--- config.mk ---
export PLATFORM = sky130hd
export DESIGN_NAME = regfield_bank
export DESIGN_NICKNAME = d
export VERILOG_FILES = /design/src/core/regfield_pkg.sv /design/src/core/access_field.sv /design/src/core/regfield_bank.sv
export SDC_FILE = /design/constraint.sdc
export NUM_CORES = 1
export LEC_CHECK = 0
export BUFFER_PORTS_ARGS = -buffer_cell sky130_fd_sc_hd__buf_4
export CAP_MARGIN = 20
export CORE_AREA = 5 5 95 97
export CTS_CLUSTER_SIZE = 12
export DETAILED_ROUTE_END_ITERATION = 8
export DIE_AREA = 0 0 100 102
export GPL_TIMING_DRIVEN = 0
export PLACE_DENSITY = 0.95
export SLEW_MARGIN = 20
export SYNTH_ARGS = -nofsm -noshare
export SYNTH_HDL_FRONTEND = slang
export SYNTH_SLANG_ARGS = --single-unit
export TNS_END_PERCENT = 20
--- constraint.sdc ---
create_clock -name clk -period 2.1 [get_ports clk]
set_clock_uncertainty 0.2 [all_clocks]
set_input_delay 0 -clock clk [delete_from_list [all_inputs] [get_ports clk]]
set_output_delay 0 -clock clk [all_outputs]
set_load 0.02 [all_outputs]
--- src/core/regfield_pkg.sv ---
// package: offsets, field layouts, reset values and carriers of the register bank
package regfield_pkg;

    // ==========================================================
    // bus widths
    localparam int unsigned ADDR_W = 32;
    localparam int unsigned DATA_W = 32;

    // ==========================================================
    // register offsets, relative to the module base address
    localparam logic [11:0] OFF_CTRL = 12'h000;
    localparam logic [11:0] OFF_STATUS = 12'h004;
    localparam logic [11:0] OFF_RAWSTAT = 12'h008;
    localparam logic [11:0] OFF_EVCLR = 12'h00C;
    localparam logic [11:0] OFF_START = 12'h010;
    localparam logic [11:0] OFF_ERRLATCH = 12'h014;
    localparam logic [11:0] OFF_WDATA = 12'h018;

    // ==========================================================
    // field positions, written as hi and lo with both ends included
    localparam int unsigned CTRL_HI = 7;
    localparam int unsigned CTRL_LO = 0;
    localparam int unsigned CTRL_EN_BIT = 0;
    localparam int unsigned STATUS_HI = 8;
    localparam int unsigned STATUS_LO = 0;
    localparam int unsigned EVENT_HI = 7;
    localparam int unsigned EVENT_LO = 0;
    localparam int unsigned START_HI = 7;
    localparam int unsigned START_LO = 0;
    localparam int unsigned ERR_HI = 7;
    localparam int unsigned ERR_LO = 0;
    localparam int unsigned WDATA_HI = 15;
    localparam int unsigned WDATA_LO = 0;

    localparam int unsigned CTRL_W = CTRL_HI - CTRL_LO + 1;
    localparam int unsigned STATUS_W = STATUS_HI - STATUS_LO + 1;
    localparam int unsigned EVENT_W = EVENT_HI - EVENT_LO + 1;
    localparam int unsigned START_W = START_HI - START_LO + 1;
    localparam int unsigned ERR_W = ERR_HI - ERR_LO + 1;
    localparam int unsigned WDATA_W = WDATA_HI - WDATA_LO + 1;

    // ==========================================================
    // reset values
    localparam logic [CTRL_W-1:0] CTRL_RST = 8'h00;
    localparam logic [STATUS_W-1:0] STATUS_RST = 9'h000;
    localparam logic [EVENT_W-1:0] EVENT_RST = 8'h00;
    localparam logic [START_W-1:0] START_RST = 8'h00;
    localparam logic [ERR_W-1:0] ERR_RST = 8'h00;
    localparam logic [WDATA_W-1:0] WDATA_RST = 16'h0000;
    localparam logic [ADDR_W-1:0] BASE_DEFAULT = 32'h0001_0000;

    // ==========================================================
    // access types of a field
    typedef enum logic [5:0] {
        ACC_RW  = 6'b000001,
        ACC_RO  = 6'b000010,
        ACC_RC  = 6'b000100,
        ACC_W1C = 6'b001000,
        ACC_W1S = 6'b010000,
        ACC_WO  = 6'b100000
    } access_t;

    // ==========================================================
    // request and answer carriers
    typedef struct packed {
        logic req;
        logic we;
        logic [ADDR_W-1:0] addr;
        logic [DATA_W-1:0] wdata;
    } acc_req_t;

    typedef struct packed {
        logic ack;
        logic err;
        logic [DATA_W-1:0] rdata;
    } acc_rsp_t;

endpackage : regfield_pkg

--- src/core/access_field.sv ---
// one register field whose per-bit update follows its access type
`timescale 1ns/1ns
`default_nettype none

module access_field
    import regfield_pkg::*;
#(
    parameter access_t ACC = ACC_RW,
    parameter int unsigned WIDTH = 8,
    parameter logic [WIDTH-1:0] RST = '0
) (
    input wire logic clk,
    input wire logic rst_n,
    input wire logic wr_en,
    input wire logic rd_en,
    input wire logic [WIDTH-1:0] wdata,
    input wire logic [WIDTH-1:0] hw_set,
    input wire logic [WIDTH-1:0] hw_clr,
    output logic [WIDTH-1:0] q
);

    // ==========================================================
    // per-bit next value
    for (genvar i = 0; i < WIDTH; i++) begin : g_bit
        wire logic wr_one = wr_en & wdata[i];
        wire logic plain_d = wr_en ? wdata[i] : q[i];
        // hardware set wins over a read clear or a write-one clear in the same cycle
        wire logic rc_d = hw_set[i] | (q[i] & ~rd_en);
        wire logic w1c_d = hw_set[i] | (q[i] & ~wr_one);
        wire logic w1s_d = wr_one | (q[i] & ~hw_clr[i]);
        logic d;

        always_comb begin
            unique case (ACC)
                ACC_RW: d = plain_d;
                ACC_WO: d = plain_d;
                ACC_RO: d = hw_set[i];
                ACC_RC: d = rc_d;
                ACC_W1C: d = w1c_d;
                ACC_W1S: d = w1s_d;
                default: d = q[i];
            endcase
        end

        always_ff @(posedge clk or negedge rst_n) begin
            if (!rst_n) begin
                q[i] <= RST[i];
            end else begin
                q[i] <= d;
            end
        end
    end

endmodule : access_field

`default_nettype wire

--- src/core/regfield_bank.sv ---
// register bank showing every field access type behind a simple access port
//
// Contract
// - a read-clear field returns its value, then hardware clears it after the read
// - writing one clears a write-one-clear bit; zero and other bits stay unchanged
// - writing back a read status value clears only the bits that read reported
// - a write-one-clear register without read access returns undefined data on read
// - a readable write-one-set field may be read; writing zero leaves bits unchanged
// - a write-only register acts on writes only; reads return nothing meaningful
// - register address is module base address plus the register offset
// - a field hi:lo covers every bit from lo to hi inclusive
`timescale 1ns/1ns
`default_nettype none

module regfield_bank
    import regfield_pkg::*;
#(
    parameter logic [ADDR_W-1:0] BASE = BASE_DEFAULT
) (
    input wire logic clk,
    input wire logic rst_n,
    input wire acc_req_t acc_req,
    output acc_rsp_t acc_rsp,
    input wire logic [EVENT_W-1:0] hw_event,
    input wire logic [EVENT_W-1:0] hw_level,
    input wire logic [START_W-1:0] hw_done,
    input wire logic [ERR_W-1:0] hw_error,
    output logic [CTRL_W-1:0] ctrl_out,
    output logic [START_W-1:0] start_out,
    output logic [WDATA_W-1:0] wdata_out
);

    // ==========================================================
    // address decode
    wire logic [ADDR_W-1:0] addr_ctrl = BASE + ADDR_W'(OFF_CTRL);
    wire logic [ADDR_W-1:0] addr_status = BASE + ADDR_W'(OFF_STATUS);
    wire logic [ADDR_W-1:0] addr_rawstat = BASE + ADDR_W'(OFF_RAWSTAT);
    wire logic [ADDR_W-1:0] addr_evclr = BASE + ADDR_W'(OFF_EVCLR);
    wire logic [ADDR_W-1:0] addr_start = BASE + ADDR_W'(OFF_START);
    wire logic [ADDR_W-1:0] addr_errlatch = BASE + ADDR_W'(OFF_ERRLATCH);
    wire logic [ADDR_W-1:0] addr_wdata = BASE + ADDR_W'(OFF_WDATA);

    wire logic sel_ctrl = acc_req.addr == addr_ctrl;
    wire logic sel_status = acc_req.addr == addr_status;
    wire logic sel_rawstat = acc_req.addr == addr_rawstat;
    wire logic sel_evclr = acc_req.addr == addr_evclr;
    wire logic sel_start = acc_req.addr == addr_start;
    wire logic sel_errlatch = acc_req.addr == addr_errlatch;
    wire logic sel_wdata = acc_req.addr == addr_wdata;
    wire logic sel_any = sel_ctrl | sel_status | sel_rawstat | sel_evclr
                       | sel_start | sel_errlatch | sel_wdata;

    wire logic do_wr = acc_req.req & acc_req.we;
    wire logic do_rd = acc_req.req & ~acc_req.we;

    // ==========================================================
    // write data slices, each field taken hi:lo inclusive
    wire logic [CTRL_W-1:0] wd_ctrl = acc_req.wdata[CTRL_HI:CTRL_LO];
    wire logic [EVENT_W-1:0] wd_event = acc_req.wdata[EVENT_HI:EVENT_LO];
    wire logic [START_W-1:0] wd_start = acc_req.wdata[START_HI:START_LO];
    wire logic [WDATA_W-1:0] wd_wdata = acc_req.wdata[WDATA_HI:WDATA_LO];

    // ==========================================================
    // fields
    logic [CTRL_W-1:0] ctrl_q;
    logic [STATUS_W-1:0] status_q;
    logic [EVENT_W-1:0] rawstat_q;
    logic [START_W-1:0] start_q;
    logic [ERR_W-1:0] errlatch_q;
    logic [WDATA_W-1:0] wdata_q;

    wire logic ctrl_en = ctrl_q[CTRL_EN_BIT];
    // events only latch while the block is enabled
    wire logic [EVENT_W-1:0] event_gated = hw_event & {EVENT_W{ctrl_en}};
    wire logic [STATUS_W-1:0] status_live = {ctrl_en, hw_level};
    // both the readable status and the write-only clear register hit one store
    wire logic rawstat_wr = do_wr & (sel_rawstat | sel_evclr);

    access_field #(.ACC(ACC_RW), .WIDTH(CTRL_W), .RST(CTRL_RST)) u_ctrl (
        .clk(clk),
        .rst_n(rst_n),
        .wr_en(do_wr & sel_ctrl),
        .rd_en(1'b0),
        .wdata(wd_ctrl),
        .hw_set('0),
        .hw_clr('0),
        .q(ctrl_q)
    );

    // writes to the read-only status are dropped; software is expected to
    // write the reset value there anyway
    access_field #(.ACC(ACC_RO), .WIDTH(STATUS_W), .RST(STATUS_RST)) u_status (
        .clk(clk),
        .rst_n(rst_n),
        .wr_en(1'b0),
        .rd_en(1'b0),
        .wdata('0),
        .hw_set(status_live),
        .hw_clr('0),
        .q(status_q)
    );

    access_field #(.ACC(ACC_W1C), .WIDTH(EVENT_W), .RST(EVENT_RST)) u_rawstat (
        .clk(clk),
        .rst_n(rst_n),
        .wr_en(rawstat_wr),
        .rd_en(1'b0),
        .wdata(wd_event),
        .hw_set(event_gated),
        .hw_clr('0),
        .q(rawstat_q)
    );

    access_field #(.ACC(ACC_W1S), .WIDTH(START_W), .RST(START_RST)) u_start (
        .clk(clk),
        .rst_n(rst_n),
        .wr_en(do_wr & sel_start),
        .rd_en(1'b0),
        .wdata(wd_start),
        .hw_set('0),
        .hw_clr(hw_done),
        .q(start_q)
    );

    // the read that returns the value also clears it at the same edge;
    // an error arriving in that cycle survives
    access_field #(.ACC(ACC_RC), .WIDTH(ERR_W), .RST(ERR_RST)) u_errlatch (
        .clk(clk),
        .rst_n(rst_n),
        .wr_en(1'b0),
        .rd_en(do_rd & sel_errlatch),
        .wdata('0),
        .hw_set(hw_error),
        .hw_clr('0),
        .q(errlatch_q)
    );

    access_field #(.ACC(ACC_WO), .WIDTH(WDATA_W), .RST(WDATA_RST)) u_wdata (
        .clk(clk),
        .rst_n(rst_n),
        .wr_en(do_wr & sel_wdata),
        .rd_en(1'b0),
        .wdata(wd_wdata),
        .hw_set('0),
        .hw_clr('0),
        .q(wdata_q)
    );

    // ==========================================================
    // read data, reserved bits read as zero
    wire logic [DATA_W-1:0] rd_ctrl = DATA_W'(ctrl_q);
    wire logic [DATA_W-1:0] rd_status = DATA_W'(status_q);
    wire logic [DATA_W-1:0] rd_rawstat = DATA_W'(rawstat_q);
    wire logic [DATA_W-1:0] rd_start = DATA_W'(start_q);
    wire logic [DATA_W-1:0] rd_errlatch = DATA_W'(errlatch_q);
    // clear-only and write-only registers carry no readable state
    wire logic [DATA_W-1:0] rd_evclr = '0;
    wire logic [DATA_W-1:0] rd_wdata = '0;

    wire logic [DATA_W-1:0] rd_mux =
        ({DATA_W{sel_ctrl}} & rd_ctrl)
      | ({DATA_W{sel_status}} & rd_status)
      | ({DATA_W{sel_rawstat}} & rd_rawstat)
      | ({DATA_W{sel_evclr}} & rd_evclr)
      | ({DATA_W{sel_start}} & rd_start)
      | ({DATA_W{sel_errlatch}} & rd_errlatch)
      | ({DATA_W{sel_wdata}} & rd_wdata);

    // ==========================================================
    // answer: one cycle after the request, unmapped addresses flag an error
    acc_rsp_t rsp_d;
    acc_rsp_t rsp_q;

    assign rsp_d = '{
        ack: acc_req.req,
        err: acc_req.req & ~sel_any,
        rdata: do_rd ? rd_mux : '0
    };

    always_ff @(posedge clk or negedge rst_n) begin
        if (!rst_n) begin
            rsp_q <= '0;
        end else begin
            rsp_q <= rsp_d;
        end
    end

    // ==========================================================
    // outputs
    // the copies lag their fields by one cycle so every output leaves a flop
    always_ff @(posedge clk or negedge rst_n) begin
        if (!rst_n) begin
            ctrl_out <= CTRL_RST;
        end else begin
            ctrl_out <= ctrl_q;
        end
    end

    always_ff @(posedge clk or negedge rst_n) begin
        if (!rst_n) begin
            start_out <= START_RST;
        end else begin
            start_out <= start_q;
        end
    end

    always_ff @(posedge clk or negedge rst_n) begin
        if (!rst_n) begin
            wdata_out <= WDATA_RST;
        end else begin
            wdata_out <= wdata_q;
        end
    end

    assign acc_rsp = rsp_q;

endmodule : regfield_bank

`default_nettype wire

Yosys cells after proc, flatten, opt, wreduce, memory -nomap -nowiden
Index checks and enable logic that the tools add are counted.
{"block": "classes", "n_eq_ne": 7, "mux": 1, "n_bitwise": 108}
{"cell": "$eq 32x17->1 const B", "n": 7}
{"cell": "$and 32x8->32", "n": 4}
{"cell": "$or 32x32->32", "n": 4}
{"cell": "$and 1x1->1", "n": 48}
{"cell": "$and 32x9->32", "n": 1}
{"cell": "$mux 32", "n": 1}
{"cell": "$or 1x1->1", "n": 31}
{"cell": "$not 1->1", "n": 19}
{"cell": "$and 8x8->8", "n": 1}
{"block": "word_totals", "regBits": 123, "in_bits": 100, "output_inout_bits": 66, "word_cells": 179}

Depth between registers and ports, before layout
Gate-level depths: netlist of the first run.
{"block": "logic_depth", "word_depth": 9, "depth_mapped": 6, "ltp_nobuf": 4}

Hierarchy
From an unflattened synthesis of the first run, not the netlist that was laid out.
{"block": "unflattened", "hier_cells": 290, "area_unflattened_um2": 3976.3}
{"mod": "regfield_bank", "n_inst": 1, "cells_each": 155, "area_per_inst_um2": 1866.8, "seq_area_each_um2": 1076.0}
{"mod": "access_field (u_wdata)", "n_inst": 1, "cells_each": 34, "area_per_inst_um2": 649.4, "seq_area_each_um2": 400.4}
{"mod": "access_field (u_start)", "n_inst": 1, "cells_each": 33, "area_per_inst_um2": 341.6, "seq_area_each_um2": 200.2}
{"mod": "access_field (u_ctrl)", "n_inst": 1, "cells_each": 17, "area_per_inst_um2": 331.6, "seq_area_each_um2": 200.2}
{"mod": "access_field (u_rawstat)", "n_inst": 1, "cells_each": 25, "area_per_inst_um2": 297.8, "seq_area_each_um2": 200.2}
{"mod": "access_field (u_errlatch)", "n_inst": 1, "cells_each": 17, "area_per_inst_um2": 264.0, "seq_area_each_um2": 200.2}
{"mod": "access_field (u_status)", "n_inst": 1, "cells_each": 9, "area_per_inst_um2": 225.2, "seq_area_each_um2": 225.2}

Least setup slack after synthesis of the first run
OpenSTA, ideal clock, no wires.
{"block": "synth_path", "path_type": "in2reg", "startpoint": "input port acc_req[61] in the netlist's numbering", "endpoint": "register u_wdata.q[12]", "setup_ns": 0.125, "t_arrival_ns": 1.518, "required_time_ns": 1.775, "setup_slack_ns": 0.257, "stages": 5, "n_path_buf": 1, "cell_sequence": "nor4_2 nand4_2 nor4_4 buf_6 mux2_4"}
{"block": "synth_between", "elab_chain_len": 2}
{"item": "start: declaration", "line_no": "regfield_bank.sv:22", "rtl": "input wire acc_req_t acc_req,"}
{"item": "$eq 32x17->1", "line_no": "regfield_bank.sv:49", "rtl": "wire logic sel_wdata = acc_req.addr == addr_wdata;"}
{"item": "$and 1x1->1", "line_no": "regfield_bank.sv:141", "rtl": ".wr_en(do_wr & sel_wdata),"}
{"item": "end signal: indexed assignment", "line_no": "access_field.sv:47", "rtl": "q[i] <= RST[i];"}
{"item": "end: declaration", "line_no": "access_field.sv:19", "rtl": "output logic [WIDTH-1:0] q"}
Every way passes these cells.
A chain may end at the register's enable or synchronous reset.

Worst setup path in the final report of the first run
{"block": "layout_path", "startpoint": "input port acc_req[65] in the netlist's numbering", "endpoint": "register u_ctrl.q[6]"}
{"block": "layout_between", "elab_chain_len": 2}
{"item": "$and 1x1->1", "line_no": "regfield_bank.sv:53", "rtl": "wire logic do_wr = acc_req.req & acc_req.we;"}
{"item": "$and 1x1->1", "line_no": "regfield_bank.sv:82", "rtl": ".wr_en(do_wr & sel_ctrl),"}
{"item": "end signal: indexed assignment", "line_no": "access_field.sv:47"}
{"item": "end: declaration", "line_no": "access_field.sv:19"}
Every way passes these cells.

==> results.md, run 1 <==
Run status:
- The flow ran to the end, and the final reports show no timing, DRC or antenna violations.

Floorplan:
- Once the floorplan was initialized, standard cells occupied 50.2% of the core.
- The floorplan step defined a core boundary enclosing 8050 µm².
- The number of rows created at floorplan is 33.
- The height of the die is 102 µm.
- The number of primary I/O pins is 166.
- The floorplan die width is 100 µm.
- The die footprint is 10,200 µm².

CTS:
- The tree built by TritonCTS fans out to 99 sinks.
- The number of clock buffers added by TritonCTS is 9.
- The cell sitting at the root of the clock tree is a sky130_fd_sc_hd__clkbuf_8.
- The H-tree generated during clock tree synthesis spans 3 levels.
- No sink is reached through more buffers than the 2 on the longest clock path.
- The number of post-CTS setup repair buffers is 0.
- The CTS tree is done.
- Clock-pin slew was measured on the worst setup and hold paths at 0.09 ns.
- The clock reaches the later pin of the worst-skew pair after 0.37 ns.

Route:
- Dividing the detail-routed wire length by the instance count gives 18.5 µm.
- The per-cell via count in the routed design is 5.23.
- The post-route DRC violation count is 0.
- Before antenna repair, the detailed router went through 7 iterations.
- The uppermost metal layer occupied by signal nets is met4.
- The wire length after detailed routing is 11,600 µm.
- The detailed router put a total of 4200 µm of wire on met1.
- The number of nets still failing antenna checks after routing is 0.
- The count of routing violations after the opening detailed-route iteration is 277.
- The routed design uses 6090 µm of met2 wire.
- The number of vias in the routed layout is 3,266.
- After detailed routing, the met3 layer carries 917 µm of wire.

Setup path:
- The capturing element type of the critical path is a register.
- Data on the critical path is required at its endpoint by 2.16 ns.
- Data on the critical path arrives at its endpoint at 2.08 ns.
- The nature of the critical path startpoint is an input pin.
- In this run the worst path has a maximum fanout of 10.
- The category of the most critical setup path is input pin to register.

Synthesis:
- In this run, distinct cell masters in the synthesized netlist total 41.
- During synthesis, Yosys emitted a total of 0 warnings.
- By area the synthesized netlist is led by sky130_fd_sc_hd__dfrtp_1 61%, sky130_fd_sc_hd__buf_4 4.6%, sky130_fd_sc_hd__mux2_2 4.2%, sky130_fd_sc_hd__mux2_4 3.7%, sky130_fd_sc_hd__mux2i_1 3.0%.
- The share of the synthesized area in the top cell type is 61.3%.
- After synthesis, the mean cell area works out to 13.6 µm².
- sky130_fd_sc_hd__dfrtp_1 takes more of the synthesized area than any other cell.
- The mapped netlist covers 4040 µm².
- The leading register cell type out of synthesis is sky130_fd_sc_hd__dfrtp_1.
- Synthesis inferred 99 register bits.
- The number of enable flip-flop cells after synthesis is 0.
- Counting flops with an async set or reset pin after synthesis yields a share of 100%.
- Synthesis produced a netlist whose cell count is 298.
- Summing the sequential cell areas from Yosys gives 61.3% of the chip area.

STA:
- The portion of the clock cycle consumed by the worst path in the final layout is 96.1%.
- The minimum clock period is 2.02 ns.
- The final setup violation count is 0.
- The number of slew-limit violations in the final report came to 0.
- On the final layout, the worst hold slack is 0.0216 ns.
- Setup repair after global routing left no endpoint under its margin.
- After routing, the total negative slack on setup checks comes to 0 ns.
- The count of final hold-check violations is 0.
- The actual transition at the worst max-transition pin is 0.863 ns.
- Static timing analysis puts the maximum clock frequency at 496 MHz.
- Headroom to the max-slew limit came out at 42.4%.

Placed design:
- The placed cell count is 550.
- The detailed-placement wirelength estimate is 7710 µm.
- The placed instances occupy a cell area of 5190 µm².
- The count of buffers added on input and output ports is 125.
- The final weighted congestion in routability-driven placement is 0.883.

Finish:
- The signed area change from the synthesized netlist to the final layout is 48.5%.
- The final non-filler cell area is 6000 µm².
- The most frequent standard cell in the layout excluding fill and tap cells is sky130_fd_sc_hd__buf_4.
- The count of inserted antenna diode cells is 0.
- The post-layout net count is 615.
- The number of cells in the finished layout apart from fillers is 625.
- Leaving out fill and tap cells, the most frequent cells in the layout are 149 x sky130_fd_sc_hd__buf_4, 99 x sky130_fd_sc_hd__dfrtp_1, 59 x sky130_fd_sc_hd__dlygate4sd3_1.
- Of the cells placed in the final design, the portion with a size suffix greater than 1 is 40.0%.
- Fill cells in the final layout number 523.

Global routing:
- The via count of the first global-routing pass is 3,504.
- The total overflow left after global routing is 0.
- The pin count of the biggest net entering global routing is 100.
- The all-layer global routing usage is 22.9%.
- The initial antenna violation count is 0.
- The global-route wire length before repair is 17,700 µm.

Worst hold path:
- The tightest min-delay check is of the input pin to register type.

Power:
- The power density over the cells is 602 nW/µm².
- The power after layout is 0.00361 W.
- The analysis attributes to cell leakage a power of 2.98 nW.
- VDD sags by at most 0.414 mV.

Run:
- The number of max-cap violations is 0.
cell type report:
class / instances / area, µm² / share of cell area (%)
Tap cell: 105 / 131 / 2.19
Timing Repair Buffer: 184 / 1530 / 25.6
Clock buffer: 11 / 151 / 2.52
Sequential cell: 99 / 2480 / 41.3
Buffer: 40 / 263 / 4.38
Inverter: 16 / 60.1 / 1.00
Clock inverter: 5 / 61.3 / 1.02
Multi-Input combinational cell: 165 / 1320 / 22.0
layer usage:
layer | vias up | global-route usage (%)
li1 | 1461 | -
met1 | 1586 | 26.7
met2 | 174 | 39.6
met3 | 45 | 6.69
met4 | 0 | 9.64
met5 | - | 0
cells in the mapped netlist (2+ instances only):
cell                        number
sky130_fd_sc_hd__dfrtp_1        99
sky130_fd_sc_hd__buf_4          25
sky130_fd_sc_hd__inv_1          16
sky130_fd_sc_hd__mux2_2         15
sky130_fd_sc_hd__mux2i_1        12
sky130_fd_sc_hd__nand4_1        11
sky130_fd_sc_hd__clkbuf_1       10
sky130_fd_sc_hd__mux2_4         10
sky130_fd_sc_hd__or4_1          10
sky130_fd_sc_hd__a21o_1          9
sky130_fd_sc_hd__a22o_1          8
sky130_fd_sc_hd__o22ai_1         8
sky130_fd_sc_hd__nand2_1         7
sky130_fd_sc_hd__nand3_1         6
sky130_fd_sc_hd__nor2_1          5
sky130_fd_sc_hd__a2bb2oi_1       4
sky130_fd_sc_hd__nor4_2          4
sky130_fd_sc_hd__o22a_1          4
sky130_fd_sc_hd__a21oi_1         3
sky130_fd_sc_hd__nor4_4          3
sky130_fd_sc_hd__a32oi_1         2
sky130_fd_sc_hd__and3_1          2
sky130_fd_sc_hd__buf_2           2
sky130_fd_sc_hd__buf_6           2
sky130_fd_sc_hd__nor2b_1         2
sky130_fd_sc_hd__nor4_1          2
sky130_fd_sc_hd__nor4b_1         2
sky130_fd_sc_hd__o2bb2ai_1       2
what timing repair did:
item,CTS,global route
resized for setup,0,0
hold buffers,59,0
endpoints found under the hold margin,166,0
power by group:
part	internal [W]	switching, W
Clock	0.000620	0.000651
Sequential	0.00191	0.00000350
Combinational	0.000228	0.000195
path summary, 6_finish.rpt:
check                         startpoint             to  slack (ns)  cells after the start
max                          acc_req[65]    u_ctrl.q[6]        0.08                      6
min                          acc_req[34]     acc_rsp[6]        0.02                      5
max reg2reg                  u_ctrl.q[0]     acc_rsp[0]        0.50                      5
min reg2reg                u_wdata.q[15]  wdata_out[15]        0.18                      0
max in group asynchronous          rst_n     acc_rsp[4]        1.05                      2
min in group asynchronous          rst_n  wdata_out[14]        0.11                      2
critical path, cell delays in order:
cell                            delay, ns
sky130_fd_sc_hd__dlygate4sd3_1       0.52
sky130_fd_sc_hd__buf_4               0.13
sky130_fd_sc_hd__nand2_1             0.10
sky130_fd_sc_hd__clkbuf_1            0.26
sky130_fd_sc_hd__nor4_4              0.64
sky130_fd_sc_hd__mux2_2              0.42
per-stage QoR:
stage               util (%)  worst slack, ns
finish                  74.5           0.0829
global route            74.5           0.0558
CTS                     74.5            0.139
detailed placement      64.5           -0.180
global placement        64.5           -0.175
floorplan                  -            0.257
logic make-up after synthesis:
kind of cell | Yosys count | synth area share [%]
AO/OA/AOI/OAI | 43 | 8.27
buffers and inverters | 56 | 7.99
flip-flops | 99 | 61.3
multiplexers | 37 | 10.9
other | 1 | 0.0928
AND/OR/NAND/NOR | 62 | 11.4
(Power assumes the default switching activity.)
==> run 2, diff against run 1 <==
ABC_AREA = 1   (was default)
CORE_AREA = 5 5 98 100   (was 5 5 95 97)
DIE_AREA = 0 0 103 105   (was 0 0 100 102)
SETUP_SLACK_MARGIN = 0.15   (was default)
==> run 2 against run 1 <==
  * Non-clock buffer count increased by 12
  * Via count grew 18%
  * Fmax grew 2.4%
  * Count of clock-buffer cells in the layout stayed put
  * Critical path depth is 1 higher
  * Area after synthesis grew 9.6%
  * Total power down 0.69%
  * Sequential cell count unchanged
  * Final cell count up 22%
  * Design area increased by 9.8%
  * Largest power group unchanged
==> results.md, run 2 <==
Synthesis:
- The leading register cell type out of synthesis is sky130_fd_sc_hd__dfrtp_1.
- In this run the cell area of the synthesized design comes to 4430 µm².
- For this run, asynchronously set or reset flops after synthesis account for 100%.
- A synthesized cell averages 10.7 µm².
- The share of the synthesized area in the top cell type is 56.0%.
- The number of enable flip-flop cells after synthesis is 0.
- The portion of the post-synthesis area used by sequential elements is 56.0%.
- Ranked by total cell area, the synthesized netlist is headed by sky130_fd_sc_hd__dfrtp_1 56%, sky130_fd_sc_hd__nand3_1 5.7%, sky130_fd_sc_hd__nand2_1 5.3%, sky130_fd_sc_hd__o21ai_2 4.7%, sky130_fd_sc_hd__buf_4 4.1%.
- The number of synthesis warnings is 0.
- Of all cell types, the one taking the most synthesized area is sky130_fd_sc_hd__dfrtp_1.
- The count of cell types in the netlist is 31.
- Synthesis inferred 99 register bits.
- By count the netlist is led by 99 x sky130_fd_sc_hd__dfrtp_1, 63 x sky130_fd_sc_hd__nand2_1, 50 x sky130_fd_sc_hd__nand3_1.
- Among all cell types in the netlist, the one instantiated most often is sky130_fd_sc_hd__dfrtp_1.
- Synthesis produced 414 cells.

Worst hold path:
- The class of the most critical hold timing path is input pin to register.
- The startpoint of the worst hold path is acc_req[64].
- For hold timing, the worst endpoint is u_ctrl.q[4].
- The worst hold path passes through 6 cells.

Finish:
- The net count of the finished layout is 751.
- The signed area change from the synthesized netlist to the final layout is 48.9%.
- At the end of the flow the core is filled with cells to 76.7%.
- The number of antenna diodes in the final layout is 0.
- The fraction of final layout cells sized beyond drive strength 1 is 39.3%.
- Leaving out fill and tap cells, the most frequent cells in the layout are 150 x sky130_fd_sc_hd__buf_4, 99 x sky130_fd_sc_hd__dfrtp_1, 76 x sky130_fd_sc_hd__dlygate4sd3_1.
- Excluding fillers, the count of instances in the completed layout stands at 764.
- The most frequent standard cell in the layout excluding fill and tap cells is sky130_fd_sc_hd__buf_4.

Run status:
- The run finished with clean final reports.

CTS:
- The number of buffers on the longest clock path is 2.
- The tree is rooted in a sky130_fd_sc_hd__clkbuf_8.
- The H-tree was split into 3 levels.
- The total clock sinks is 99.
- Clock-pin slew was measured on the worst setup and hold paths at 0.09 ns.
- TritonCTS built the clock tree.
- Counting the buffers created by CTS gives 9.
- The later pin in the worst-skew pair is clocked with a latency of 0.36 ns.

Placed design:
- The placed cell count is 671.
- Detailed placement ended at an HPWL of 8370 µm.
- Buffers placed on the I/O ports in this run total 126.
- Routability-driven placement finished with a final weighted congestion of 0.901.
- The worst-case setup slack after placement is 0.505 ns.

Floorplan:
- The floorplan die width is 103 µm.
- In this run the standard cell core region covers 8590 µm².
- The number of primary I/O pins is 166.
- The number of rows created at floorplan is 34.
- The initial cell density of the core is 51.5%.
- The die footprint is 10,800 µm².
- The floorplan step set the die height to 105 µm.

Run:
- The number of max-cap violations is 0.

Global routing:
- The initial antenna violation count is 0.
- The all-layer global routing usage is 23.9%.
- The remaining global-route overflow is 0.
- The via count of the first global-routing pass came to 4,021.
- The pin count of the biggest net entering global routing is 55.
- The global-route wire length before repair is 20,100 µm.

Route:
- After detailed routing, the number of remaining DRC violations is 0.
- The number of vias in the routed layout is 3,867.
- The first routing iteration left 308 violations.
- Dividing the detail-routed wire length by the instance count gives 16.9 µm.
- Dividing the detail-routed via count by the number of cells gives 5.06.
- The number of nets still failing antenna checks after routing is 0.
- The wire length after detailed routing is 12,900 µm.
- For this run, the detailed router's first-pass iteration total came to 5.

Power:
- The internal power consumption is 0.00273 W.
- In this run switching power makes up 23.9% of total power.
- The worst-case IR drop observed on VDD is 0.319 mV.
- The clock network accounts for 34.7% of the total power.
- Power spread over the standard cell area amounts to 544 nW/µm².
- The total leakage power is 3.56 nW.
- Combinational logic is responsible for 11.9% of the overall power.
- Per report_power, the sequential group accounts for 53.5% of the total.
- Summed over all nets, the switching power comes to 0.000859 W.

STA:
- The final setup violation count is 0.
- The portion of the clock cycle consumed by the worst path in the final layout is 93.8%.
- At the pin with the least slew margin, the transition time is 0.849 ns.
- The number of slew-limit violations in the final report was 0.
- The count of final hold-check violations is 0.
- The minimum clock period is 1.97 ns.
- Setup repair after global routing could not meet its margin everywhere.
- Static timing analysis puts the maximum clock frequency at 508 MHz.
- The total negative slack for setup checks is 0 ns.
- Headroom to the max-slew limit came out at 43.2%.
- The final worst setup slack is 0.130 ns.

Setup path:
- Setup slack on the worst reg-to-reg path comes out at 0.29 ns.
- The capturing element type of the critical path is a register.
- Of all nets on the critical path, the largest fanout is 9.
- STA classifies the critical path startpoint as an input pin.
- The delay of the slowest cell on the worst path is 0.65 ns.
- The critical path is of the input pin to register type.
- On the critical path the largest part of the delay comes from buffers and inverters.
- The critical-path cell with the highest stage delay is sky130_fd_sc_hd__dlygate4sd3_1.
- By instance count, the cell type seen most on the critical path is sky130_fd_sc_hd__dlygate4sd3_1.
- The number of buffer and inverter instances along the worst setup path is 3.
- The number of cells on the worst reg-to-reg path is 4.
- The critical path goes through buf_4 > dlygate4sd3_1 > nand2_2 > nor3_4 > dlygate4sd3_1 > nand2_1 > nor3b_2.
- The worst endpoint required time is 2.17 ns.
- The endpoint identified for the worst register-to-register timing path is u_rawstat.q[2].
- The reg-to-reg critical path startpoint is u_ctrl.q[0].
- The arrival time of data at the critical path endpoint is 2.04 ns.
==> run 2: changes by cell type after synthesis, moves of 9 or more <==
cell / before / now
sky130_fd_sc_hd__nand2_1: 7 / 63
sky130_fd_sc_hd__nand3_1: 6 / 50
sky130_fd_sc_hd__nor2_1: 5 / 36
sky130_fd_sc_hd__o21ai_2: 0 / 24
sky130_fd_sc_hd__inv_1: 16 / 37
sky130_fd_sc_hd__mux2_2: 15 / 0
sky130_fd_sc_hd__mux2i_1: 12 / 0
sky130_fd_sc_hd__clkbuf_1: 10 / 0
sky130_fd_sc_hd__mux2_4: 10 / 0
sky130_fd_sc_hd__or4_1: 10 / 0
sky130_fd_sc_hd__a21o_1: 9 / 0
sky130_fd_sc_hd__inv_2: 0 / 9
sky130_fd_sc_hd__nand4_1: 11 / 2
==> run 2: layout make-up <==
cell class	count	area (µm²)
timing repair buffer	204	1740
clock buffer	11	141
tap	108	135
multi-input combinational	258	1590
fill	496	2010
sequential	99	2480
buffer	32	263
clock inverter	5	60.1
inverter	47	181
==> run 2: worst max-delay path by stage <==
stage,startpoint,to,slack [ns],cells after the start
floorplan,acc_req[32],u_ctrl.q[0],0.85,9
global placement,acc_req[38],u_rawstat.q[0],0.59,11
detailed placement,acc_req[38],u_rawstat.q[6],0.50,11
CTS,acc_req[65],u_rawstat.q[4],0.17,8
global route,acc_req[38],u_rawstat.q[1],0.12,12
finish,acc_req[34],acc_rsp[8],0.13,7
==> run 2: tightest hold or removal path, stage by stage <==
cell	delay [ns]
sky130_fd_sc_hd__buf_4	0.11
sky130_fd_sc_hd__nand2_1	0.07
sky130_fd_sc_hd__inv_2	0.09
sky130_fd_sc_hd__nand3_4	0.14
sky130_fd_sc_hd__nand2_1	0.07
sky130_fd_sc_hd__o21ai_2	0.05
==> run 2: timing repair <==
item	4_1_cts	5_1_grt
setup endpoints to repair	0	9
hold buffers	77	0
gates resized for setup	0	2
buffers inserted	0	0
hold endpoints to repair	158	0
==> run 2: kinds of logic after synthesis <==
kind of cell / count (synthesis) / share of synthesized area (%)
AND/OR/NAND/NOR: 185 / 23.6
buffers and inverters: 79 / 10.0
other: 1 / 0.0847
AO/OA/AOI/OAI: 50 / 10.3
flip-flops: 99 / 56.0
==> run 2: through the flow <==
stage | hold slack (ns) | total power [W] | cell area (µm²)
floorplan | -0.496 | 0.00210 | 4510
global placement | -0.0892 | 0.00227 | 5590
detailed placement | -0.167 | 0.00229 | 5620
CTS | 0.00831 | 0.00357 | 6590
global route | 0.0173 | 0.00371 | 6590
finish | 0.00186 | 0.00359 | 6590
==> run 2: power by group through the flow <==
stage                     Combinational [W]  Sequential, W  Clock (W)
after CTS                          0.000417        0.00192    0.00124
after global placement             0.000317        0.00195          0
after global routing               0.000457        0.00192    0.00134
after floorplan                    0.000138        0.00196          0
after detailed placement           0.000334        0.00196          0
final                              0.000425        0.00192    0.00124
==> run 2: layer usage <==
metal | share of wire [%] | up-vias | GRT usage, %
met4 | 4.1 | 0 | 9.81
met2 | 52 | 243 | 42.1
met3 | 8.0 | 57 | 5.00
met5 | 0 | - | 0
met1 | 36 | 1801 | 27.9
li1 | - | 1766 | -
